==> config.mk <==
export PLATFORM = sky130hd
export DESIGN_NAME = kds_scanner
export DESIGN_NICKNAME = d
export VERILOG_FILES = /design/src/hdl/kds_pkg.sv /design/src/hdl/kds_sync3.sv /design/src/hdl/kds_scanner.sv
export SDC_FILE = /design/constraint.sdc
export NUM_CORES = 1
export LEC_CHECK = 0
export BUFFER_PORTS_ARGS = -buffer_cell sky130_fd_sc_hd__clkbuf_2
export CORE_MARGIN = 2
export CORE_UTILIZATION = 60
export DETAILED_ROUTE_END_ITERATION = 10
export PLACE_DENSITY = 0.82
export SETUP_SLACK_MARGIN = 0.02
export SLEW_MARGIN = 20
export SYNTH_ARGS = -nofsm -noshare
export SYNTH_HDL_FRONTEND = slang
export SYNTH_SLANG_ARGS = --single-unit
==> constraint.sdc <==
create_clock -name mclk_in -period 8.35 [get_ports mclk_in]
set_input_delay 0.835 -clock mclk_in [delete_from_list [all_inputs] [get_ports mclk_in]]
set_output_delay 0.835 -clock mclk_in [all_outputs]
set_load 0.05 [all_outputs]
==> src/hdl/kds_pkg.sv <==
package kds_pkg;
    // Clock and timing
    localparam int CLK_PERIOD_NS = 50;
    localparam int FULL_SCAN_US = 2750;
    localparam int SCAN_POINTS = 64;
    localparam int POINT_CYC = (FULL_SCAN_US * 1000) / SCAN_POINTS / CLK_PERIOD_NS;
    localparam int DCLK_PERIOD_US = 100;
    localparam int DCLK_HALF_CYC = (DCLK_PERIOD_US * 1000) / 2 / CLK_PERIOD_NS;
    localparam logic [1:0] DEBOUNCE_SCANS = 2'h3;

    // Keyboard modes
    localparam logic [1:0] KBD_ENCODED = 2'h0;
    localparam logic [1:0] KBD_SCANNED = 2'h1;
    localparam logic [1:0] KBD_SENSOR = 2'h2;

    // Display modes
    localparam logic [2:0] DISP_SCAN16 = 3'h0;
    localparam logic [2:0] DISP_SCAN8 = 3'h1;
    localparam logic [2:0] DISP_GD16 = 3'h2;
    localparam logic [2:0] DISP_GD18 = 3'h3;
    localparam logic [2:0] DISP_GD20 = 3'h4;

    // Gas discharge frame figures
    localparam logic [7:0] FRAME_SHORT = 8'h6F;
    localparam logic [7:0] FRAME_LONG = 8'h8B;
    localparam logic [2:0] CHAR_LEN_7 = 3'h7;
    localparam logic [2:0] CHAR_LEN_6 = 3'h6;
    localparam logic [2:0] CHAR_VALID = 3'h5;
    localparam logic [7:0] GD18_BLANK_FIRST = 8'h6C;
    localparam logic [7:0] GD18_BLANK_LAST = 8'h6E;
    localparam logic [4:0] CHARS_16 = 5'h10;
    localparam logic [4:0] CHARS_18 = 5'h12;
    localparam logic [4:0] CHARS_20 = 5'h14;

    // Blank code and FIFO status
    localparam logic [3:0] BLANK_A = 4'h2;
    localparam logic [3:0] BLANK_B = 4'h0;
    localparam logic [3:0] STATUS_OVERRUN = 4'hF;
    localparam logic [3:0] FIFO_DEPTH = 4'h8;

    typedef enum logic [1:0] {KDS_IDLE, KDS_DEBOUNCE, KDS_HELD} kds_key_e;
endpackage

==> src/hdl/kds_sync3.sv <==
`timescale 1ns/1ps
`default_nettype none
module kds_sync3 #(
    parameter int WIDTH = 10
) (
    // Clock and reset
    input wire logic mclk_in,
    input wire logic reset_in,
    // Pins and filtered result
    input wire logic [WIDTH-1:0] pins_in,
    output logic [WIDTH-1:0] clean_out
);
    // Three stages per bit; a change is taken once stages two and three agree
    genvar i;
    generate
        for (i = 0; i < WIDTH; i++) begin : g_bit
            logic s1_reg;
            logic s2_reg;
            logic s3_reg;
            always_ff @(posedge mclk_in) begin
                if (reset_in) begin
                    s1_reg <= 1'b0;
                    s2_reg <= 1'b0;
                    s3_reg <= 1'b0;
                    clean_out[i] <= 1'b0;
                end else begin
                    s1_reg <= pins_in[i];
                    s2_reg <= s1_reg;
                    s3_reg <= s2_reg;
                    if (s2_reg == s3_reg) begin
                        clean_out[i] <= s3_reg;
                    end
                end
            end
        end
    endgenerate
endmodule
`default_nettype wire

==> src/hdl/kds_scanner.sv <==
`timescale 1ns/1ps
`default_nettype none
// Contract
// RULE_01: Least significant digit of both banks shows during strobe zero, next digits follow.
// RULE_02: Sixteen-digit mode: bank select low for first eight digits, high for next eight.
// RULE_03: Eight-digit mode shows least significant digit at every strobe-zero time.
// RULE_04: Gas discharge display clock has about 100 us period, 50% duty.
// RULE_05: Reset pulse one clock long every 111th period, or 139th for 20 characters.
// RULE_06: Character period is seven clocks, or six clocks for 18 characters.
// RULE_07: Character data valid only during first five clocks of each character period.
// RULE_08: Character 0 starts at rising edge of the reset pulse.
// RULE_09: Reset on bank A bit 3, clock on bit 2; blank is A1 high, rest low.
// RULE_10: In 18 character mode, periods 108 to 110 output blank.
// RULE_11: Chip-select command blanks or unblanks all display outputs. In gas discharge modes the A3 reset and A2 clock bits keep running.
// RULE_12: Sensor mode samples all eight returns per strobe into 64 memory bits.
// RULE_13: Sensor mode disables debounce, rollover, shift and control inputs.
// RULE_14: Sensor mode interrupt stays high while any sensor bit is set.
// RULE_15: Scan strobes are a single active bit rotating from 0 to 7.
// RULE_16: Several keys in one scan: keep scanning until only one remains.
// RULE_17: Single key latches its code and starts four further scans.
// RULE_18: Accept key only if still pressed alone in fourth scan, with shift/control.
// RULE_19: Full FIFO drops accepted key and sets overrun; else enqueue and interrupt.
// RULE_20: Second key released first is ignored; held past first becomes new depression.
// RULE_21: Key code is scan index high three bits, return index low three.
// RULE_22: Encoded mode writes the eight return levels into the FIFO as one character.
// RULE_23: FIFO status shows count 0 to 8, or 15 after overrun.
// RULE_24: Return index cycles through all eight lines per scan index advance.
// RULE_25: Scan rate divided from clock so a full scan lasts about 2.75 ms.
module kds_scanner (
    // Clock and reset
    input wire logic mclk_in,
    input wire logic reset_in,
    // Configuration
    input wire logic [1:0] kbd_mode_in,
    input wire logic [2:0] disp_mode_in,
    // Commands
    input wire logic chip_select_command_in,
    input wire logic chip_select_blank_in,
    input wire logic display_mode_command_in,
    input wire logic fifo_clear_in,
    // Display memory write port
    input wire logic disp_wr_in,
    input wire logic disp_wr_bank_b_in,
    input wire logic [4:0] disp_wr_addr_in,
    input wire logic [3:0] disp_wr_data_in,
    // FIFO and sensor read port
    input wire logic fifo_pop_in,
    input wire logic [2:0] sensor_group_in,
    output logic [7:0] fifo_data_out,
    output logic [3:0] fifo_status_out,
    output logic [7:0] sensor_row_out,
    output logic int_out,
    // Matrix pins
    input wire logic [7:0] return_sense_lines_in,
    input wire logic shift_key_in,
    input wire logic control_key_in,
    output logic [7:0] scan_strobes_out,
    output logic digit_bank_select_out,
    // Display pins
    output logic [3:0] display_bank_a_out,
    output logic [3:0] display_bank_b_out
);
    logic [9:0] pins_clean;
    logic [7:0] ret;
    logic shift_key;
    logic ctl_key;

    kds_sync3 #(.WIDTH(10)) u_sync (
        .mclk_in(mclk_in),
        .reset_in(reset_in),
        .pins_in({control_key_in, shift_key_in, return_sense_lines_in}),
        .clean_out(pins_clean)
    );
    assign ret = pins_clean[7:0];
    assign shift_key = pins_clean[8];
    assign ctl_key = pins_clean[9];

    // Scan point divider
    logic [9:0] pt_cnt_reg;
    logic pt_tick;
    assign pt_tick = (pt_cnt_reg == 10'(kds_pkg::POINT_CYC - 1));
    always_ff @(posedge mclk_in) begin
        if (reset_in || pt_tick) begin
            pt_cnt_reg <= 10'h000;
        end else begin
            pt_cnt_reg <= pt_cnt_reg + 10'h001; // RULE_25
        end
    end

    // Scan and return counters, strobe ring, bank select flip-flop
    logic [2:0] s_idx_reg;
    logic [2:0] r_idx_reg;
    logic bank_sel_reg;
    logic scan_end;
    assign scan_end = pt_tick && (s_idx_reg == 3'h7) && (r_idx_reg == 3'h7);
    always_ff @(posedge mclk_in) begin
        if (reset_in) begin
            s_idx_reg <= 3'h0;
            r_idx_reg <= 3'h0;
            scan_strobes_out <= 8'h01;
            bank_sel_reg <= 1'b0;
        end else if (pt_tick) begin
            r_idx_reg <= r_idx_reg + 3'h1; // RULE_24
            if (r_idx_reg == 3'h7) begin
                s_idx_reg <= s_idx_reg + 3'h1;
                scan_strobes_out <= {scan_strobes_out[6:0], scan_strobes_out[7]}; // RULE_15
                if (s_idx_reg == 3'h7) begin
                    bank_sel_reg <= ~bank_sel_reg; // RULE_02
                end
            end
        end
    end
    assign digit_bank_select_out = bank_sel_reg;

    // Sensor memory: a whole return row per strobe; bits only cleared by reset or the clear command
    logic [7:0] sensor_mem [0:7];
    logic sensor_any;
    always_ff @(posedge mclk_in) begin
        if (reset_in || fifo_clear_in) begin
            for (int k = 0; k < 8; k++) begin
                sensor_mem[k] <= 8'h00;
            end
        end
        // A sample that meets a clear survives it; the later assignment wins
        if (!reset_in && kbd_mode_in == kds_pkg::KBD_SENSOR && pt_tick && r_idx_reg == 3'h7) begin
            sensor_mem[s_idx_reg] <= (fifo_clear_in ? 8'h00 : sensor_mem[s_idx_reg]) | ret; // RULE_12 RULE_13
        end
    end
    always_comb begin
        sensor_any = 1'b0;
        for (int k = 0; k < 8; k++) begin
            sensor_any = sensor_any | (|sensor_mem[k]);
        end
    end

    // Per-scan key tally; keys other than the tracked one are counted
    kds_pkg::kds_key_e st_reg;
    logic [5:0] code_now;
    logic [5:0] tgt_reg;
    logic [5:0] oth_code_reg;
    logic [1:0] n_oth_reg;
    logic tgt_seen_reg;
    logic [1:0] deb_cnt_reg;
    logic hit;
    logic is_tgt;
    logic [1:0] n_oth_upd;
    logic [5:0] oth_code_upd;
    logic tgt_seen_upd;
    assign code_now = {s_idx_reg, r_idx_reg}; // RULE_21
    assign hit = pt_tick && (kbd_mode_in == kds_pkg::KBD_SCANNED) && ret[r_idx_reg];
    assign is_tgt = (st_reg != kds_pkg::KDS_IDLE) && (code_now == tgt_reg);
    always_comb begin
        n_oth_upd = n_oth_reg;
        oth_code_upd = oth_code_reg;
        tgt_seen_upd = tgt_seen_reg;
        if (hit && is_tgt) begin
            tgt_seen_upd = 1'b1;
        end else if (hit) begin
            n_oth_upd = (n_oth_reg == 2'h0) ? 2'h1 : 2'h2;
            if (n_oth_reg == 2'h0) begin
                oth_code_upd = code_now;
            end
        end
    end
    always_ff @(posedge mclk_in) begin
        if (reset_in || scan_end) begin
            n_oth_reg <= 2'h0;
            oth_code_reg <= 6'h00;
            tgt_seen_reg <= 1'b0;
        end else begin
            n_oth_reg <= n_oth_upd;
            oth_code_reg <= oth_code_upd;
            tgt_seen_reg <= tgt_seen_upd;
        end
    end

    // Debounce and two-key rollover, judged at each scan end
    logic enq_key;
    assign enq_key = scan_end && (st_reg == kds_pkg::KDS_DEBOUNCE) && (deb_cnt_reg == kds_pkg::DEBOUNCE_SCANS)
        && tgt_seen_upd && (n_oth_upd == 2'h0); // RULE_18
    always_ff @(posedge mclk_in) begin
        if (reset_in || kbd_mode_in != kds_pkg::KBD_SCANNED) begin
            st_reg <= kds_pkg::KDS_IDLE; // RULE_13
            tgt_reg <= 6'h00;
            deb_cnt_reg <= 2'h0;
        end else if (scan_end) begin
            case (st_reg)
                kds_pkg::KDS_IDLE: begin
                    // Two or more keys: stay and look again next scan
                    if (n_oth_upd == 2'h1) begin // RULE_16
                        tgt_reg <= oth_code_upd; // RULE_17
                        deb_cnt_reg <= 2'h0;
                        st_reg <= kds_pkg::KDS_DEBOUNCE;
                    end
                end
                kds_pkg::KDS_DEBOUNCE: begin
                    deb_cnt_reg <= deb_cnt_reg + 2'h1; // RULE_17
                    if (deb_cnt_reg == kds_pkg::DEBOUNCE_SCANS) begin
                        st_reg <= enq_key ? kds_pkg::KDS_HELD : kds_pkg::KDS_IDLE; // RULE_18
                    end
                end
                kds_pkg::KDS_HELD: begin
                    // A second key that outlasts the first becomes a fresh depression
                    if (!tgt_seen_upd) begin
                        if (n_oth_upd == 2'h1) begin // RULE_20
                            tgt_reg <= oth_code_upd;
                            deb_cnt_reg <= 2'h0;
                            st_reg <= kds_pkg::KDS_DEBOUNCE;
                        end else begin
                            st_reg <= kds_pkg::KDS_IDLE;
                        end
                    end
                end
                default: begin
                    st_reg <= kds_pkg::KDS_IDLE;
                end
            endcase
        end
    end

    // Encoded keyboard: a new nonzero return pattern is one character
    logic [7:0] ret_prev_reg;
    logic enq_enc;
    assign enq_enc = (kbd_mode_in == kds_pkg::KBD_ENCODED) && (ret != ret_prev_reg) && (ret != 8'h00);
    always_ff @(posedge mclk_in) begin
        if (reset_in) begin
            ret_prev_reg <= 8'h00;
        end else begin
            ret_prev_reg <= ret;
        end
    end

    // Character FIFO; overrun sticks until cleared while reads go on
    logic [7:0] fifo_mem [0:7];
    logic [2:0] wr_ptr_reg;
    logic [2:0] rd_ptr_reg;
    logic [3:0] count_reg;
    logic overrun_reg;
    logic enq;
    logic do_wr;
    logic do_rd;
    logic [7:0] enq_data;
    assign enq = enq_key || enq_enc;
    assign enq_data = enq_enc ? ret : {ctl_key, shift_key, tgt_reg}; // RULE_18 RULE_22
    assign do_wr = enq && (count_reg != kds_pkg::FIFO_DEPTH); // RULE_19
    assign do_rd = fifo_pop_in && (count_reg != 4'h0) && (kbd_mode_in != kds_pkg::KBD_SENSOR);
    always_ff @(posedge mclk_in) begin
        if (reset_in) begin
            wr_ptr_reg <= 3'h0;
            rd_ptr_reg <= 3'h0;
            count_reg <= 4'h0;
            overrun_reg <= 1'b0;
        end else if (fifo_clear_in) begin
            // A character arriving with the clear is kept in the emptied queue
            wr_ptr_reg <= {2'h0, enq};
            rd_ptr_reg <= 3'h0;
            count_reg <= {3'h0, enq};
            overrun_reg <= 1'b0;
        end else begin
            if (enq && !do_wr) begin
                overrun_reg <= 1'b1; // RULE_19
            end
            if (do_wr) begin
                wr_ptr_reg <= wr_ptr_reg + 3'h1;
            end
            if (do_rd) begin
                rd_ptr_reg <= rd_ptr_reg + 3'h1;
            end
            count_reg <= count_reg + {3'h0, do_wr} - {3'h0, do_rd};
        end
    end
    always_ff @(posedge mclk_in) begin
        if (fifo_clear_in && enq) begin
            fifo_mem[0] <= enq_data;
        end else if (do_wr) begin
            fifo_mem[wr_ptr_reg] <= enq_data;
        end
    end

    // Read-side outputs from flip-flops
    always_ff @(posedge mclk_in) begin
        if (reset_in) begin
            fifo_data_out <= 8'h00;
            fifo_status_out <= 4'h0;
            sensor_row_out <= 8'h00;
            int_out <= 1'b0;
        end else begin
            fifo_data_out <= (count_reg != 4'h0) ? fifo_mem[rd_ptr_reg] : 8'h00;
            fifo_status_out <= overrun_reg ? kds_pkg::STATUS_OVERRUN : count_reg; // RULE_23
            sensor_row_out <= sensor_mem[sensor_group_in];
            if (kbd_mode_in == kds_pkg::KBD_SENSOR) begin
                int_out <= sensor_any; // RULE_14
            end else begin
                int_out <= (count_reg != 4'h0) || overrun_reg; // RULE_19
            end
        end
    end

    // Display memory; the mode command forces every slot to the blank code
    logic [3:0] disp_a_mem [0:19];
    logic [3:0] disp_b_mem [0:19];
    always_ff @(posedge mclk_in) begin
        if (reset_in || display_mode_command_in) begin
            for (int k = 0; k < 20; k++) begin
                disp_a_mem[k] <= kds_pkg::BLANK_A;
                disp_b_mem[k] <= kds_pkg::BLANK_B;
            end
        end else if (disp_wr_in && disp_wr_addr_in < kds_pkg::CHARS_20) begin
            if (disp_wr_bank_b_in) begin
                disp_b_mem[disp_wr_addr_in] <= disp_wr_data_in;
            end else begin
                disp_a_mem[disp_wr_addr_in] <= disp_wr_data_in;
            end
        end
    end

    // Blanking by chip-select command
    logic blank_reg;
    always_ff @(posedge mclk_in) begin
        if (reset_in) begin
            blank_reg <= 1'b0;
        end else if (chip_select_command_in) begin
            blank_reg <= chip_select_blank_in; // RULE_11
        end
    end

    // Gas discharge timing: display clock, period, phase and character
    logic gd_mode;
    logic gd18;
    logic [7:0] frame_len;
    logic [2:0] char_len;
    logic [4:0] n_chars;
    logic [9:0] dclk_cnt_reg;
    logic dclk_reg;
    logic dclk_rise;
    logic [7:0] per_reg;
    logic [2:0] phase_reg;
    logic [4:0] char_reg;
    assign gd_mode = (disp_mode_in == kds_pkg::DISP_GD16) || gd18 || (disp_mode_in == kds_pkg::DISP_GD20);
    assign gd18 = (disp_mode_in == kds_pkg::DISP_GD18);
    assign frame_len = (disp_mode_in == kds_pkg::DISP_GD20) ? kds_pkg::FRAME_LONG : kds_pkg::FRAME_SHORT; // RULE_05
    assign char_len = gd18 ? kds_pkg::CHAR_LEN_6 : kds_pkg::CHAR_LEN_7; // RULE_06
    assign n_chars = gd18 ? kds_pkg::CHARS_18
        : ((disp_mode_in == kds_pkg::DISP_GD20) ? kds_pkg::CHARS_20 : kds_pkg::CHARS_16);
    assign dclk_rise = (dclk_cnt_reg == 10'(kds_pkg::DCLK_HALF_CYC - 1)) && !dclk_reg;
    always_ff @(posedge mclk_in) begin
        if (reset_in || !gd_mode) begin
            dclk_cnt_reg <= 10'h000;
            dclk_reg <= 1'b0;
        end else if (dclk_cnt_reg == 10'(kds_pkg::DCLK_HALF_CYC - 1)) begin
            dclk_cnt_reg <= 10'h000;
            dclk_reg <= ~dclk_reg; // RULE_04
        end else begin
            dclk_cnt_reg <= dclk_cnt_reg + 10'h001;
        end
    end
    // Period 0 carries the reset pulse and opens character 0
    always_ff @(posedge mclk_in) begin
        if (reset_in || !gd_mode) begin
            per_reg <= 8'h00;
            phase_reg <= 3'h0;
            char_reg <= 5'h00;
        end else if (dclk_rise) begin
            if (per_reg >= frame_len - 8'h01) begin
                per_reg <= 8'h00; // RULE_05
                phase_reg <= 3'h0; // RULE_08
                char_reg <= 5'h00;
            end else begin
                per_reg <= per_reg + 8'h01;
                if (phase_reg >= char_len - 3'h1) begin
                    phase_reg <= 3'h0; // RULE_06
                    char_reg <= char_reg + 5'h01;
                end else begin
                    phase_reg <= phase_reg + 3'h1;
                end
            end
        end
    end

    // Display pins: digit follows the strobe in scanned modes
    logic [4:0] scan_digit;
    logic gd_blank;
    assign scan_digit = (disp_mode_in == kds_pkg::DISP_SCAN8) ? {2'h0, s_idx_reg} // RULE_03
        : {1'b0, bank_sel_reg, s_idx_reg}; // RULE_01 RULE_02
    assign gd_blank = blank_reg || (phase_reg >= kds_pkg::CHAR_VALID) || (char_reg >= n_chars) // RULE_07
        || (gd18 && per_reg >= kds_pkg::GD18_BLANK_FIRST && per_reg <= kds_pkg::GD18_BLANK_LAST); // RULE_10
    always_ff @(posedge mclk_in) begin
        if (reset_in) begin
            display_bank_a_out <= 4'h0;
            display_bank_b_out <= 4'h0;
        end else if (gd_mode) begin
            display_bank_a_out[3] <= (per_reg == 8'h00); // RULE_09
            display_bank_a_out[2] <= dclk_reg; // RULE_09
            display_bank_a_out[1:0] <= gd_blank ? kds_pkg::BLANK_A[1:0] : disp_a_mem[char_reg][1:0];
            display_bank_b_out <= gd_blank ? kds_pkg::BLANK_B : disp_b_mem[char_reg];
        end else begin
            display_bank_a_out <= blank_reg ? kds_pkg::BLANK_A : disp_a_mem[scan_digit]; // RULE_11
            display_bank_b_out <= blank_reg ? kds_pkg::BLANK_B : disp_b_mem[scan_digit];
        end
    end

    // Checks
    strobe_onehot_a: assert property (@(posedge mclk_in) disable iff (reset_in) $onehot(scan_strobes_out)) // RULE_15
        else $error("scan strobes not one-hot");
    strobe_step_a: assert property (@(posedge mclk_in) disable iff (reset_in)
        (pt_tick && r_idx_reg == 3'h7) |=> scan_strobes_out == {$past(scan_strobes_out[6:0]), $past(scan_strobes_out[7])}) // RULE_24
        else $error("strobe did not advance after eight returns");
    bank_toggle_a: assert property (@(posedge mclk_in) disable iff (reset_in)
        scan_end |=> digit_bank_select_out != $past(digit_bank_select_out)) // RULE_02
        else $error("bank select did not toggle at scan end");
    overrun_set_a: assert property (@(posedge mclk_in) disable iff (reset_in)
        (enq && count_reg == 4'h8 && !fifo_clear_in) |=> ##1 fifo_status_out == 4'hF) // RULE_19
        else $error("overrun not reported");
    sensor_int_a: assert property (@(posedge mclk_in) disable iff (reset_in)
        (kbd_mode_in == kds_pkg::KBD_SENSOR && sensor_any) |=> int_out) // RULE_14
        else $error("sensor interrupt low with bits set");
    key_accept_a: assert property (@(posedge mclk_in) disable iff (reset_in)
        (enq_key && count_reg == 4'h0 && !overrun_reg && !fifo_clear_in)
        |=> ##1 (fifo_data_out[5:0] == $past(tgt_reg, 2) && fifo_status_out == 4'h1)) // RULE_18
        else $error("accepted key not queued");
    gd_reset_a: assert property (@(posedge mclk_in) disable iff (reset_in)
        (gd_mode && per_reg == 8'h00) |=> display_bank_a_out[3]) // RULE_05
        else $error("reset pulse missing in period zero");
    gd_late_blank_a: assert property (@(posedge mclk_in) disable iff (reset_in)
        (gd_mode && phase_reg >= 3'h5) |=> display_bank_a_out[1:0] == 2'h2 && display_bank_b_out == 4'h0) // RULE_07
        else $error("character data outside valid clocks");
    gd18_tail_a: assert property (@(posedge mclk_in) disable iff (reset_in)
        (gd18 && per_reg >= kds_pkg::GD18_BLANK_FIRST && per_reg <= kds_pkg::GD18_BLANK_LAST)
        |=> display_bank_b_out == 4'h0) // RULE_10
        else $error("18 character tail not blank");
endmodule
`default_nettype wire

Word-level counts from Yosys, hierarchy flattened

Memories as Yosys holds them, arrays and structs flattened. A register that Yosys moved wholly into a read port is not among the register bits.
Cells that the tools add are included.

Flip-flop bits (word level): 144
Bits in writable memories: 288
Bits of input ports: 36
Output and inout port bits: 38
Logic and storage cells: 288
Memories kept: 4

$add $sub $neg: 14
$lt $le $gt $ge: 8
Eq/ne operators: 32
Muxes and demuxes: 78
Bitwise gates (word level): 11
Reductions and logical operators: 73

Memories:

| name       | depth | width | rd ports | clocked after memory_dff | write ports | line               | source |
|---|---|---|---|---|---|---|---|
| disp_a_mem | 20    | 4     | 2        | 1                        | 20          | kds_scanner.sv:300 | `logic [3:0] disp_a_mem [0:19];` |
| disp_b_mem | 20    | 4     | 2        | 1                        | 20          | kds_scanner.sv:301 | `logic [3:0] disp_b_mem [0:19];` |
| fifo_mem   | 8     | 8     | 1        | 1                        | 1           | kds_scanner.sv:234 | `logic [7:0] fifo_mem [0:7];` |
| sensor_mem | 8     | 8     | 10       | 2                        | 9           | kds_scanner.sv:116 | `logic [7:0] sensor_mem [0:7];` |

Operator list:

| kind                    | count |
|---|---|
| $reduce_or A8 Y1        | 9 |
| $mux W5                 | 8 |
| $mux W8                 | 5 |
| $mux W4                 | 9 |
| $mux W1                 | 30 |
| $mux W6                 | 5 |
| $logic_and A1 B1 Y1     | 24 |
| $mux W3                 | 7 |
| $add A10 B1 Y10 const B | 2 |
| $eq A10 B10 Y1 const B  | 2 |
| $mux W2                 | 10 |
| $add A3 B1 Y3 const B   | 5 |
| $logic_or A1 B1 Y1      | 13 |
| $pmux W2 S3             | 2 |
| $pmux W6 S2             | 1 |
| $eq A1 B1 Y1            | 10 |
| $eq A3 B3 Y1 const B    | 3 |
| $reduce_and A3 Y1       | 3 |
| $add A8 B1 Y8 const B   | 1 |
| $ge A8 B7 Y1 const B    | 1 |
| $ge A8 B8 Y1            | 1 |
| $le A8 B7 Y1 const B    | 1 |
| $logic_not A2 Y1        | 4 |
| $logic_not A8 Y1        | 1 |
| other kinds (33)        | 59 |

Longest topological paths before layout

Gate-level depths: netlist of run 1.

Word-level depth: 14
Gate-level depth with buffers: 15
Gate-level depth less buffers: 15

Modules after synthesis

From an unflattened synthesis of run 1, not the netlist that was laid out.

Cells, all modules: 1784
Area total of the unflattened synthesis: 23383.7 um2

Modules (own cells, without submodules):

| module      | instances | cells each | area each (um2) | seq. area each (um2) |
|---|---|---|---|---|
| kds_scanner | 1         | 1680       | 22237.6         | 13132.6 |
| kds_sync3   | 1         | 104        | 1146.1          | 800.8 |

Least setup slack after synthesis of run 1

OpenSTA, ideal clock, no wires.

Path kind: input to register
Start point: input kbd_mode_in[0]
End point: register count_reg[2]
Library setup time: 126 ps
Data arrival time: 3022 ps
Required time: 8224 ps
Setup slack: 5201 ps
Stages on the path: 13
Path buffers: 0
Cells stage by stage: nor2b_1 > o31a_1 > and4_4 > mux2_4 > a31o_2 > inv_1 > ha_1 > inv_1 > ha_1 > inv_1 > fa_1 > xor2_1 > nor2_1

Word-level cells in the longest chain between the ends: 11
Elaborated cells on any way between the ends: 19
Those cells by class: 2 x add/sub; 2 x eq/ne; 3 x mux; 12 x reduce/logical

Ends and longest elaborated chain:

| what                                                    | line                                   | source |
|---|---|---|
| start, declared                                         | kds_scanner.sv:34                      | `input wire logic [1:0] kbd_mode_in,` |
| $eq A2 B1 Y1                                            | kds_scanner.sv:150                     | `assign hit = pt_tick && (kbd_mode_in == kds_pkg::KBD_SCANNED) && ret[r_idx_reg];` |
| $logic_and A1 B1 Y1 (2 in a row)                        | kds_scanner.sv:150                     |  |
| $mux W2 or $logic_and A1 B1 Y1 (tied branches)          | kds_scanner.sv:158, kds_scanner.sv:156 |  |
| $mux W2 or $mux W1 (tied branches)                      | kds_scanner.sv:156                     | `if (hit && is_tgt) begin` |
| $logic_not A2 Y1 or $logic_and A1 B1 Y1 (tied branches) | kds_scanner.sv:180                     | `&& tgt_seen_upd && (n_oth_upd == 2'h0);` |
| $logic_and A1 B1 Y1                                     | kds_scanner.sv:180                     |  |
| $logic_or A1 B1 Y1                                      | kds_scanner.sv:243                     | `assign enq = enq_key \|\| enq_enc;` |
| $logic_and A1 B1 Y1                                     | kds_scanner.sv:245                     | `assign do_wr = enq && (count_reg != kds_pkg::FIFO_DEPTH);` |
| $add A4 B1 Y4                                           | kds_scanner.sv:269                     | `count_reg <= count_reg + {3'h0, do_wr} - {3'h0, do_rd};` |
| $sub A4 B1 Y4 *                                         | kds_scanner.sv:269                     |  |
| end signal, assigned                                    | kds_scanner.sv:257                     | `count_reg <= {3'h0, enq};` |
| end signal, assigned                                    | kds_scanner.sv:269                     |  |
| end, declared                                           | kds_scanner.sv:237                     | `logic [3:0] count_reg;` |

Every way passes the cells marked *; elsewhere a longest branch is shown, timed or not.
A chain may end at the register's enable or synchronous reset.

Worst setup path after layout of run 1

Start point: register s_idx_reg[0]
End point: register count_reg[2]

Word-level cells in the longest chain between the ends: 11
Elaborated cells on any way between the ends: 17
Those cells by class: 2 x add/sub; 2 x eq/ne; 2 x mux; 11 x reduce/logical

Ends and longest elaborated chain:

| what                                                                 | line               | source |
|---|---|---|
| start, declared                                                      | kds_scanner.sv:91  | `logic [2:0] s_idx_reg;` |
| start signal, assigned                                               | kds_scanner.sv:105 | `s_idx_reg <= s_idx_reg + 3'h1;` |
| parallel branches: the longest is 6 deep, another holds $eq A6 B6 Y1 | --                 |  |
| $logic_and A1 B1 Y1 *                                                | kds_scanner.sv:180 |  |
| $logic_or A1 B1 Y1 *                                                 | kds_scanner.sv:243 |  |
| $logic_and A1 B1 Y1 *                                                | kds_scanner.sv:245 |  |
| $add A4 B1 Y4 *                                                      | kds_scanner.sv:269 |  |
| $sub A4 B1 Y4 *                                                      | kds_scanner.sv:269 |  |

Every way passes the cells marked *.

==> summary.md, run 1 <==
| Metric | Value |
|---|---|
| Flop-to-flop setup slack | `4600 ps` |
| Die Ht | `between 200 and 250 um` |
| WHS Endpoint | `u_sync.g_bit[0].s2_reg` |
| Most used flip-flop cell after synthesis | `edfxtp_1` |
| HPWL after DPL | `between 30,000 and 40,000 um` |
| Core area | `38,560 um^2` |
| F_max | `266.7 MHz` |
| Post-synth top cells | `352 x edfxtp_1, 240 x nor2_1, 168 x dfxtp_1, 136 x and2_1, 127 x mux4_2` |
| Routed wire length per instance | `about 21 um` |
| Final min period | `about 3700 ps` |
| Synth Area in XOR/XNOR | `0.01723` |
| Period utilization | `0.4490` |
| Synth Instances | `1,779` |
| Post-CTS setup buffers | `0` |
| Top post-synthesis cells by area | `edfxtp_1 45%, dfxtp_1 14%, mux4_2 12%, nor2_1 3.9%, and2_1 3.6%` |
| Netlist Area Pre-Place | `23,380 um^2` |
| Setup_tns | `0 ps` |
| # setup viols final | `0` |
| Main combinational cell family by area after synthesis | `multiplexers` |
| Pleak | `9.155 nW` |
| Clk buf depth | `3` |
| Top-count cell post-synth | `edfxtp_1` |
| Htree depth | `2` |
| Met2 Routed Length | `25,200 um` |
| Post-synth top area share | `0.4522` |
| Vias in the first global route | `about 15,000` |
| Fillers | `approximately 2,700` |
| Biggest regs | `disp_b_mem (128), disp_a_mem (96)` |
| Complex-gate fraction of the synthesized area | `0.04999` |
| Root Buffer | `clkbuf_16` |
| Post-Place Setup Slack | `4589 ps` |
| Final WS setup | `4601 ps` |
| Hold Path Stages | `1` |
| Die X | `201.4 um` |
| Buffers and inverters on the worst path | `4` |
| Clk slew on worst S/H paths | `60 ps` |
| Critical R2R Launch | `s_idx_reg[0]` |
| Skew final | `25.14 ps` |
| Initial core utilization | `0.6063` |
| Vias/cell | `6.120` |
| Metal-1 WL | `about 20,000 um` |
| Final hold violations | `0` |
| Post-synthesis mux area share | `0.1523` |
| Reg2reg path depth | `14` |
| Unrepaired setup endpoints after global routing | `no` |
| Critical path arrival | `about 4200 ps` |
| Area grow syn2layout | `11.35%` |
| Seq/Total Area, Yosys | `0.5960` |
| Final GP Congestion | `0.9349` |
| CTS buffer count | `52` |
| Hold Path Origin | `u_sync.g_bit[0].s1_reg` |
| Top routing layer used | `met4` |
| Total die area | `40,560 um^2` |
| Max VDD drop | `around 0.20 mV` |
| RR Endpoint | `count_reg[2]` |
| Post-CTS Hold Buffers | `0` |
| Crit Path Class | `flip-flop to flip-flop` |
| Via count | `14,920` |
| CP most frequent cell | `inv_1` |
| Detail Route met3 WL | `4492 um` |
| Worst Path Max Fanout | `44` |
| Cell chain of the critical path | `buf_4 > xor2_1 > nor4_1 > and2_1 > mux2_4 > a31o_2 > inv_1 > ha_1 > inv_1 > ha_1 > inv_1 > fa_1 > xor2_1 > nor2_1` |
| Reg area | `13,940 um^2` |
| CP Launch Type | `flip-flop` |
| Ports | `74` |
| Area of the multi-input gates | `9193 um^2` |
| Post-synthesis simple-gate area fraction | `0.1443` |
| Number of remaining DRC errors | `0` |
| Synth unique cells | `between 70 and 80` |
| Slew @ Worst Pin | `1049 ps` |
| Gr ovfl total | `0` |
| Share of cells above drive strength 1 | `0.1777` |
| Synthesized-area fraction occupied by adder cells | `0.01691` |
| PwrDens | `211.6 nW/um^2` |
| Max Slew Vio Count | `0` |
| Clk Latency, worst-skew pair | `600 ps` |
| Remaining antenna violation count | `0` |
| HP Class | `flip-flop to flip-flop` |
| Post-synth EDFFs | `352` |
| Largest net degree at the start of global routing | `77` |
| Cell Rows | `72` |
| CTS tree | `done` |
| Worst setup EP type | `flip-flop` |
| Ant. Diodes | `0` |
| GRT Util Overall | `0.2611` |
| Delay-heaviest family, CP | `simple AND/OR/NAND/NOR gates` |
| Largest register by flop count | `disp_b_mem` |
| Sink Count | `520` |
| Worst Path Required | `8840 ps` |
| Global-route wire length before repair | `82,260 um` |
| Port bufs | `between 70 and 80` |
| Nets | `1,943` |
| Critical path's slowest cell | `nor4_1` |
| Max reg flops | `128` |
| Slew headroom | `0.2996` |
| CTS-repair resized insts | `0` |
| Total power | `0.005508 W` |
| Synth warn | `0` |
| Max-Cap Viols | `0` |
| Synth Register Bits | `520` |
| Status | `finished clean` |
| DRT iter0 DRCs | `1,618` |
| Average size of a mapped cell | `roughly 13 um^2` |
| Final WL | `~52,000 um` |
| Synth async-reset ratio | `0` |
| Router iterations before antenna repair | `6` |
| Initial antenna violation count | `0` |
| Slowest cell delay on critical path | `640 ps` |
| Synth area leader | `edfxtp_1` |
[cells by family after synthesis]
logic type,Yosys count
multiplexers,195
XOR/XNOR,46
AO/OA/AOI/OAI,182
other,1
flip-flops,520
AND/OR/NAND/NOR,668
adder cells (fa/ha/maj),31
buffers and inverters,136
[per-stage QoR]
step,instance area [um^2],hold WS (ps),instances,utilization
floorplan,23640,413.8,1850,-
global placement,24300,431.4,2340,0.6302
detailed placement,24300,426.1,2340,0.6303
CTS,26010,435.9,2437,0.6746
global route,26030,441.1,2437,0.6751
finish,26030,444.8,2437,0.6751
[worst max-delay path by stage]
stage | startpoint | to | slack (ps) | cells after the start
3_3_place_gp | s_idx_reg[0] | count_reg[2] | 4740 | 15
3_5_place_dp | s_idx_reg[0] | fifo_mem[7][0] | 4590 | 7
6_report | s_idx_reg[0] | count_reg[2] | 4600 | 14
2_1_floorplan | kbd_mode_in[0] | count_reg[2] | 5200 | 13
5_1_grt | s_idx_reg[0] | count_reg[2] | 4260 | 14
4_1_cts | s_idx_reg[0] | fifo_mem[7][4] | 4560 | 7
[where the power goes]
part	internal [W]	switching, W
logic	0.0000963	0.000180
clock network	0.00136	0.000979
registers	0.00284	0.0000520
total	0.00430	0.00121
[per-layer routing]
layer | vias up | track usage
met1 | 7347 | 0.3470
met3 | 143 | 0.04746
met2 | 736 | 0.4267
met5 | - | 0
li1 | 6689 | -
met4 | 0 | 0.1121
[cell type report]
class / instances / area share
Clock buffer: 62 / 0.05259
Clock inverter: 35 / 0.01307
Inverter: 24 / 0.003461
Multi-Input combinational cell: 1194 / 0.3532
Sequential cell: 520 / 0.5356
Tap cell: 518 / 0.02490
Timing Repair Buffer: 84 / 0.01721
[cell usage in the layout, fill, tap and decap left out, types with 4 or more instances in the layout]
cell	n
nor3_1	7
a31oi_1	4
nor4_1	28
o22ai_1	12
nor2_1	238
clkbuf_1	7
mux2i_1	56
or2_2	6
o221ai_1	5
a21bo_2	4
nand2b_1	6
inv_1	22
a21boi_0	4
o21ai_0	66
clkbuf_16	52
nand4_1	9
bufinv_16	6
or3_1	22
clkinv_2	14
xor2_1	31
nand3_1	33
edfxtp_1	352
a21oi_1	37
nand3b_1	4
a221oi_1	14
dfxtp_1	163
nor2b_1	46
buf_4	11
nand2_1	98
ha_1	30
and3_1	9
mux2_2	11
clkinv_1	11
xnor2_1	15
and2_1	136
mux4_2	127
dfxtp_2	4
clkbuf_2	72
conb_1	72
Power figures use the tool's default switching activity.
==> run 2, diff against run 1 <==
==> constraint.sdc (replaced) <==
create_clock -name mclk_in -period 3.5 [get_ports mclk_in]
set_input_delay 0.35 -clock mclk_in [delete_from_list [all_inputs] [get_ports mclk_in]]
set_output_delay 0.35 -clock mclk_in [all_outputs]
set_load 0.05 [all_outputs]
==> run 2 against run 1 <==
Against the previous run: non-clock buffer count is 42 higher; via count increased by 1.6%; critical path depth increased by 1; fmax grew 18%; flip-flop and latch count unchanged; sequential share of layout area is 0.70 points lower; largest cell class unchanged; clock power increased by 140%; worst setup slack lost 4300 ps; worst hold slack worse by 420 ps.
==> summary.md, run 2 (same netlist as run 1, synthesis figures left out) <==
| Metric | Value |
|---|---|
| F_max | `between 300 and 400 MHz` |
| Port bufs | `73` |
| Buffers and inverters on the worst path | `3` |
| CP Launch Type | `flip-flop` |
| Unrepaired setup endpoints after global routing | `no` |
| Period utilization | `0.9092` |
| Sink Count | `520` |
| Crit Path Class | `flip-flop to flip-flop` |
| Commonest cells after routing, fill and taps aside | `352 x edfxtp_1, 239 x nor2_1, 165 x dfxtp_1` |
| Critical path's slowest cell | `dfxtp_1` |
| Htree depth | `2` |
| Initial core utilization | `0.6063` |
| Most common cell after layout, fill and taps aside | `edfxtp_1` |
| Max reg flops | `~130` |
| Routed wire length per instance | `21.51 um` |
| Net Switching | `0.002931 W` |
| Largest net degree at the start of global routing | `67` |
| Final min period | `~3200 ps` |
| Root Buffer | `clkbuf_16` |
| PwrDens | `499.5 nW/um^2` |
| Clock power frac | `0.424` |
| Cell chain of the critical path | `inv_1 > ha_1 > nand4_1 > nor3_4 > and4_4 > mux2_4 > a31o_2 > inv_1 > ha_1 > inv_1 > ha_1 > a21o_1 > a21oi_1 > xnor2_1 > nor2_1` |
| Pleak | `9.332 nW` |
| Area grow syn2layout | `12.80%` |
| Clk slew on worst S/H paths | `~60 ps` |
| CTS tree | `done` |
| Vias in the first global route | `15,270` |
| Final GP Congestion | `~0.92` |
| Final hold violations | `0` |
| Vias/cell | `6.110` |
| Ant. Diodes | `0` |
| Worst Path Max Fanout | `5` |
| Critical path arrival | `around 3700 ps` |
| # setup viols final | `0` |
| Biggest regs | `disp_b_mem (128), disp_a_mem (96)` |
| Core Util, Final | `0.6839` |
| Clk Latency, worst-skew pair | `590 ps` |
| Share of cells above drive strength 1 | `0.1881` |
| Internal power | `0.01024 W` |
| Nets | `1,985` |
| Slew headroom | `0.3316` |
| Delay-heaviest family, CP | `simple AND/OR/NAND/NOR gates` |
| Cell Rows | `72` |
| Initial antenna violation count | `0` |
| Max-Cap Viols | `0` |
| Total die area | `roughly 40,000 um^2` |
| Slew @ Worst Pin | `1003 ps` |
| Slowest cell delay on critical path | `340 ps` |
| Status | `finished clean` |
| Switching Fraction | `0.2225` |
| Ports | `74` |
| Die Ht | `about 200 um` |
| Via count | `15,150` |
| Sequential share of power | `0.524` |
| Largest register by flop count | `disp_b_mem` |
| Post-CTS setup buffers | `0` |
| CTS buffer count | `52` |
| Global-route wire length before repair | `84,840 um` |
| Post-Place Setup Slack | `294.1 ps` |
| Router iterations before antenna repair | `6` |
| Clk buf depth | `3` |
| Fillers | `2,583` |
| Setup_tns | `0 ps` |
| Max Slew Vio Count | `0` |
| GRT Util Overall | `0.2697` |
| Worst Path Required | `3990 ps` |
| HPWL after DPL | `roughly 35,000 um` |
| Final WS setup | `about 320 ps` |
| Gate power share | `0.052` |
| Die X | `just over 200 um` |
| Core area | `38,560 um^2` |
| Skew final | `22.32 ps` |
| Number of remaining DRC errors | `0` |
| Remaining antenna violation count | `0` |
| HP Class | `input port to flip-flop` |
| Max VDD drop | `0.3556 mV` |
| DRT iter0 DRCs | `roughly 1,500` |
| Worst setup EP type | `flip-flop` |
| Final WL | `53,330 um` |
| Gr ovfl total | `0` |
## run 2: changes by cell type in the layout (fill, tap and decap cells not counted), moves of 3 or more
cell	previous run	this run
nor3_1	7	10
dlygate4sd3_1	0	10
buf_4	11	42
clkinvlp_4	3	6
nor3_2	3	0
## run 2: worst paths after layout
path / start / to / slack [ps] / cells past startpoint
hold reg to reg: u_sync.g_bit[4].s1_reg / u_sync.g_bit[4].s2_reg / 440 / 1
hold / removal: chip_select_blank_in / blank_reg / 30 / 3
setup / recovery: pt_cnt_reg[0] / count_reg[3] / 320 / 15
setup reg to reg: pt_cnt_reg[0] / count_reg[3] / 320 / 15
## run 2: power by group through the flow
stage	sequential (W)	combinational (W)	clock (W)
after floorplan	0.00706	0.000386	0
after global placement	0.00701	0.000643	0
after detailed placement	0.00703	0.000664	0
after CTS	0.00690	0.000681	0.00563
after global routing	0.00692	0.000738	0.00589
final	0.00690	0.000687	0.00558
## run 2: repair_timing
item	in CTS	in global routing
endpoints found under the hold margin	10	0
hold buffers	10	0
resized for setup	0	0
## run 2: area by class of cell
type,instances,area [um^2],area share
sequential,520,13940,0.5286
multi-input combinational,1194,9173,0.3479
clock buffer,61,1388,0.05262
timing repair buffer,126,800.8,0.03037
tap,518,648.1,0.02458
clock inverter,37,330.3,0.01253
inverter,24,90.09,0.003416
## run 2: layer usage
| metal | up-vias | track usage | wire length [um] | share of wire |
|---|---|---|---|---|
| li1 | 6800 | - | - | - |
| met1 | 7437 | 0.3570 | 20370 | 0.38 |
| met2 | 753 | 0.4432 | 25990 | 0.49 |
| met3 | 163 | 0.04827 | 4674 | 0.088 |
| met4 | 0 | 0.1148 | 2295 | 0.043 |
| met5 | - | 0 | 0 | 0 |
## run 2: through the flow
step	hold WS (ps)	cell area, um^2	power [W]	instances
after global placement	428.7	24550	0.007657	2372
after CTS	14.96	26370	0.01321	2480
after floorplan	413.8	23640	0.007447	1850
after global routing	49.55	26370	0.01355	2480
after detailed placement	432.1	24550	0.007695	2372
final	25.72	26370	0.01317	2480
## run 2: worst min-delay path, delay by kind of cell
kind | cells | cell delay (ps)
AND/OR/NAND/NOR | 1 | 90
buffers and inverters | 1 | 80
multiplexers | 1 | 60
==> run 3, diff against run 2 <==
--- a/config.mk
+++ b/config.mk
@@ -8,8 +8,10 @@
 export BUFFER_PORTS_ARGS = -buffer_cell sky130_fd_sc_hd__clkbuf_2
 export CORE_MARGIN = 2
 export CORE_UTILIZATION = 60
+export CTS_BUF_LIST = sky130_fd_sc_hd__clkbuf_8
 export DETAILED_ROUTE_END_ITERATION = 10
 export PLACE_DENSITY = 0.82
+export RECOVER_POWER = 25
 export SETUP_SLACK_MARGIN = 0.02
 export SLEW_MARGIN = 20
 export SYNTH_ARGS = -nofsm -noshare
==> run 3 against run 2 <==
Against the previous run: the run now ends with max-capacitance violations, max-slew violations left; fmax is 1.6% lower; via count is 0.92% higher; routed wire length is 2.3% lower; critical endpoint unchanged; flip-flop and latch count stayed put.
==> summary.md, run 3 (same netlist as run 1, synthesis figures left out) <==
| Metric | Value |
|---|---|
| Final hold violations | `0` |
| Largest register by flop count | `disp_b_mem` |
| Hold Path Origin | `fifo_clear_in` |
| Skew final | `30.49 ps` |
| Largest net degree at the start of global routing | `67` |
| Max-Cap Viols | `5` |
| Total die area | `40,560 um^2` |
| Flop-to-flop setup slack | `270 ps` |
| Worst Path Required | `4030 ps` |
| Switching Fraction | `0.2345` |
| Root Buffer | `clkbuf_8` |
| Vias/cell | `6.035` |
| Commonest cells after routing, fill and taps aside | `352 x edfxtp_1, 240 x nor2_1, 165 x dfxtp_1` |
| Worst setup EP type | `flip-flop` |
| Layout Cells excl Fill | `2,534` |
| Via count | `15,290` |
| Global-route wire length before repair | `83,260 um` |
| Die Ht | `around 200 um` |
| Reg2reg path depth | `15` |
| Setup_tns | `0 ps` |
| F_max | `approximately 310 MHz` |
| HP Class | `input port to flip-flop` |
| WHS Endpoint | `count_reg[0]` |
| Post-CTS Hold Buffers | `12` |
| Failing checks | `max-capacitance violations, max-slew violations` |
| Final min period | `3234 ps` |
| Status | `complete, but fails checks` |
| Clk Latency, worst-skew pair | `roughly 650 ps` |
| Post-Place Setup Slack | `294.1 ps` |
| Post-CTS setup buffers | `0` |
| Nets | `2,018` |
| Hold slack | `199.7 ps` |
| DRT iter0 DRCs | `1,563` |
| Max VDD drop | `between 0.3 and 0.4 mV` |
| Biggest regs | `disp_b_mem (128), disp_a_mem (96)` |
| Die X | `slightly above 200 um` |
| Hold Path Stages | `2` |
| Pleak | `roughly 9.3 nW` |
| Core area | `38,560 um^2` |
| Port bufs | `73` |
| Final GP Congestion | `0.9203` |
| CTS-repair resized insts | `0` |
| Max reg flops | `between 100 and 150` |
| Final WL | `between 50,000 and 60,000 um` |
| CTS buffer count | `83` |
| Internal power | `0.009540 W` |
| Initial antenna violation count | `0` |
| Area grow syn2layout | `11.94%` |
| CP Launch Type | `flip-flop` |
| Clock power frac | `0.392` |
| Initial core utilization | `0.6063` |
| Net Switching | `0.002922 W` |
| Critical path arrival | `3770 ps` |
| HPWL after DPL | `35,260 um` |
| Ant. Diodes | `0` |
| Slew headroom | `-0.7513` |
| Sink Count | `520` |
| CTS tree | `done` |
| Clk slew on worst S/H paths | `roughly 70 ps` |
| Crit Path Class | `flip-flop to flip-flop` |
| Routed wire length per instance | `between 20 and 25 um` |
| Gate power share | `0.054` |
| Total power | `about 0.012 W` |
| Post-Place Cells | `2,372` |
| Htree depth | `3` |
| # setup viols final | `0` |
| Period utilization | `0.9240` |
| Number of remaining DRC errors | `0` |
| Router iterations before antenna repair | `5` |
| Most common cell after layout, fill and taps aside | `edfxtp_1` |
| RR Endpoint | `count_reg[3]` |
| Critical R2R Launch | `pt_cnt_reg[0]` |
| Remaining antenna violation count | `0` |
| Final WS setup | `266.2 ps` |
| Vias in the first global route | `15,360` |
| GRT Util Overall | `0.2639` |
| PwrDens | `roughly 480 nW/um^2` |
| Gr ovfl total | `0` |
| Unrepaired setup endpoints after global routing | `no` |
| Clk buf depth | `3` |
| Ports | `74` |
| Cell Rows | `72` |
| Share of cells above drive strength 1 | `0.1771` |
| Sequential share of power | `0.554` |
| Max Slew Vio Count | `253` |
| Worst Path Max Fanout | `5` |
| Slew @ Worst Pin | `2627 ps` |
-- run 3: changes by cell type in the layout (fill, tap and decap cells not counted), moves of 4 or more --
| cell | previous run | this run |
|---|---|---|
| clkbuf_8 | 1 | 93 |
| clkbuf_16 | 54 | 0 |
| clkbuf_1 | 6 | 36 |
| clkbuf_2 | 72 | 42 |
| inv_1 | 22 | 48 |
| and2_0 | 1 | 24 |
| and2_1 | 136 | 113 |
| clkinv_1 | 10 | 16 |
| buf_4 | 42 | 37 |
| bufinv_16 | 5 | 1 |
-- run 3: how the worst max path moves through the flow --
stage | from | to | cells after the start
floorplan | pt_cnt_reg[0] | count_reg[2] | 15
global placement | pt_cnt_reg[0] | count_reg[2] | 15
detailed placement | pt_cnt_reg[0] | count_reg[3] | 15
CTS | pt_cnt_reg[0] | count_reg[3] | 15
global route | r_idx_reg[2] | count_reg[2] | 13
finish | pt_cnt_reg[0] | count_reg[3] | 15
-- run 3: power by group through the flow --
stage	Sequential, W	Combinational (W)	Clock [W]
5_1_grt	0.00692	0.000730	0.00523
6_report	0.00691	0.000676	0.00488
4_1_cts	0.00690	0.000681	0.00496
2_1_floorplan	0.00706	0.000386	0
3_3_place_gp	0.00701	0.000643	0
3_5_place_dp	0.00703	0.000664	0
-- run 3: stage by stage --
step	utilization	cell area, um^2
CTS	0.6803	26230
detailed placement	0.6367	24550
floorplan	-	23640
global placement	0.6367	24550
global route	0.6787	26170
finish	0.6787	26170
-- run 3: per-layer routing --
| metal | part of all wire | vias up | track usage |
|---|---|---|---|
| li1 | - | 6871 | - |
| met1 | 0.39 | 7589 | 0.3484 |
| met2 | 0.49 | 703 | 0.4288 |
| met3 | 0.082 | 130 | 0.05458 |
| met4 | 0.038 | 0 | 0.1137 |
| met5 | 0 | - | 0 |
-- run 3: worst max-delay path, stage by stage, from the launching register on --
cell,delay (ps)
dfxtp_1,340
inv_1,60
ha_1,140
nand4_1,220
nor3_4,250
and4_4,260
mux2_4,330
a31o_2,280
inv_1,70
ha_1,190
inv_1,60
ha_1,280
a21o_1,180
a21oi_1,230
xnor2_1,180
nor2_1,60
-- run 3: final cells by class --
class / count / area (um^2)
inverter: 24 / 90.09
multi-input combinational: 1194 / 9170
tap: 518 / 648.1
sequential: 520 / 13940
clock inverter: 57 / 277.8
timing repair buffer: 128 / 763.2
clock buffer: 93 / 1280
fill: 2680 / 12390
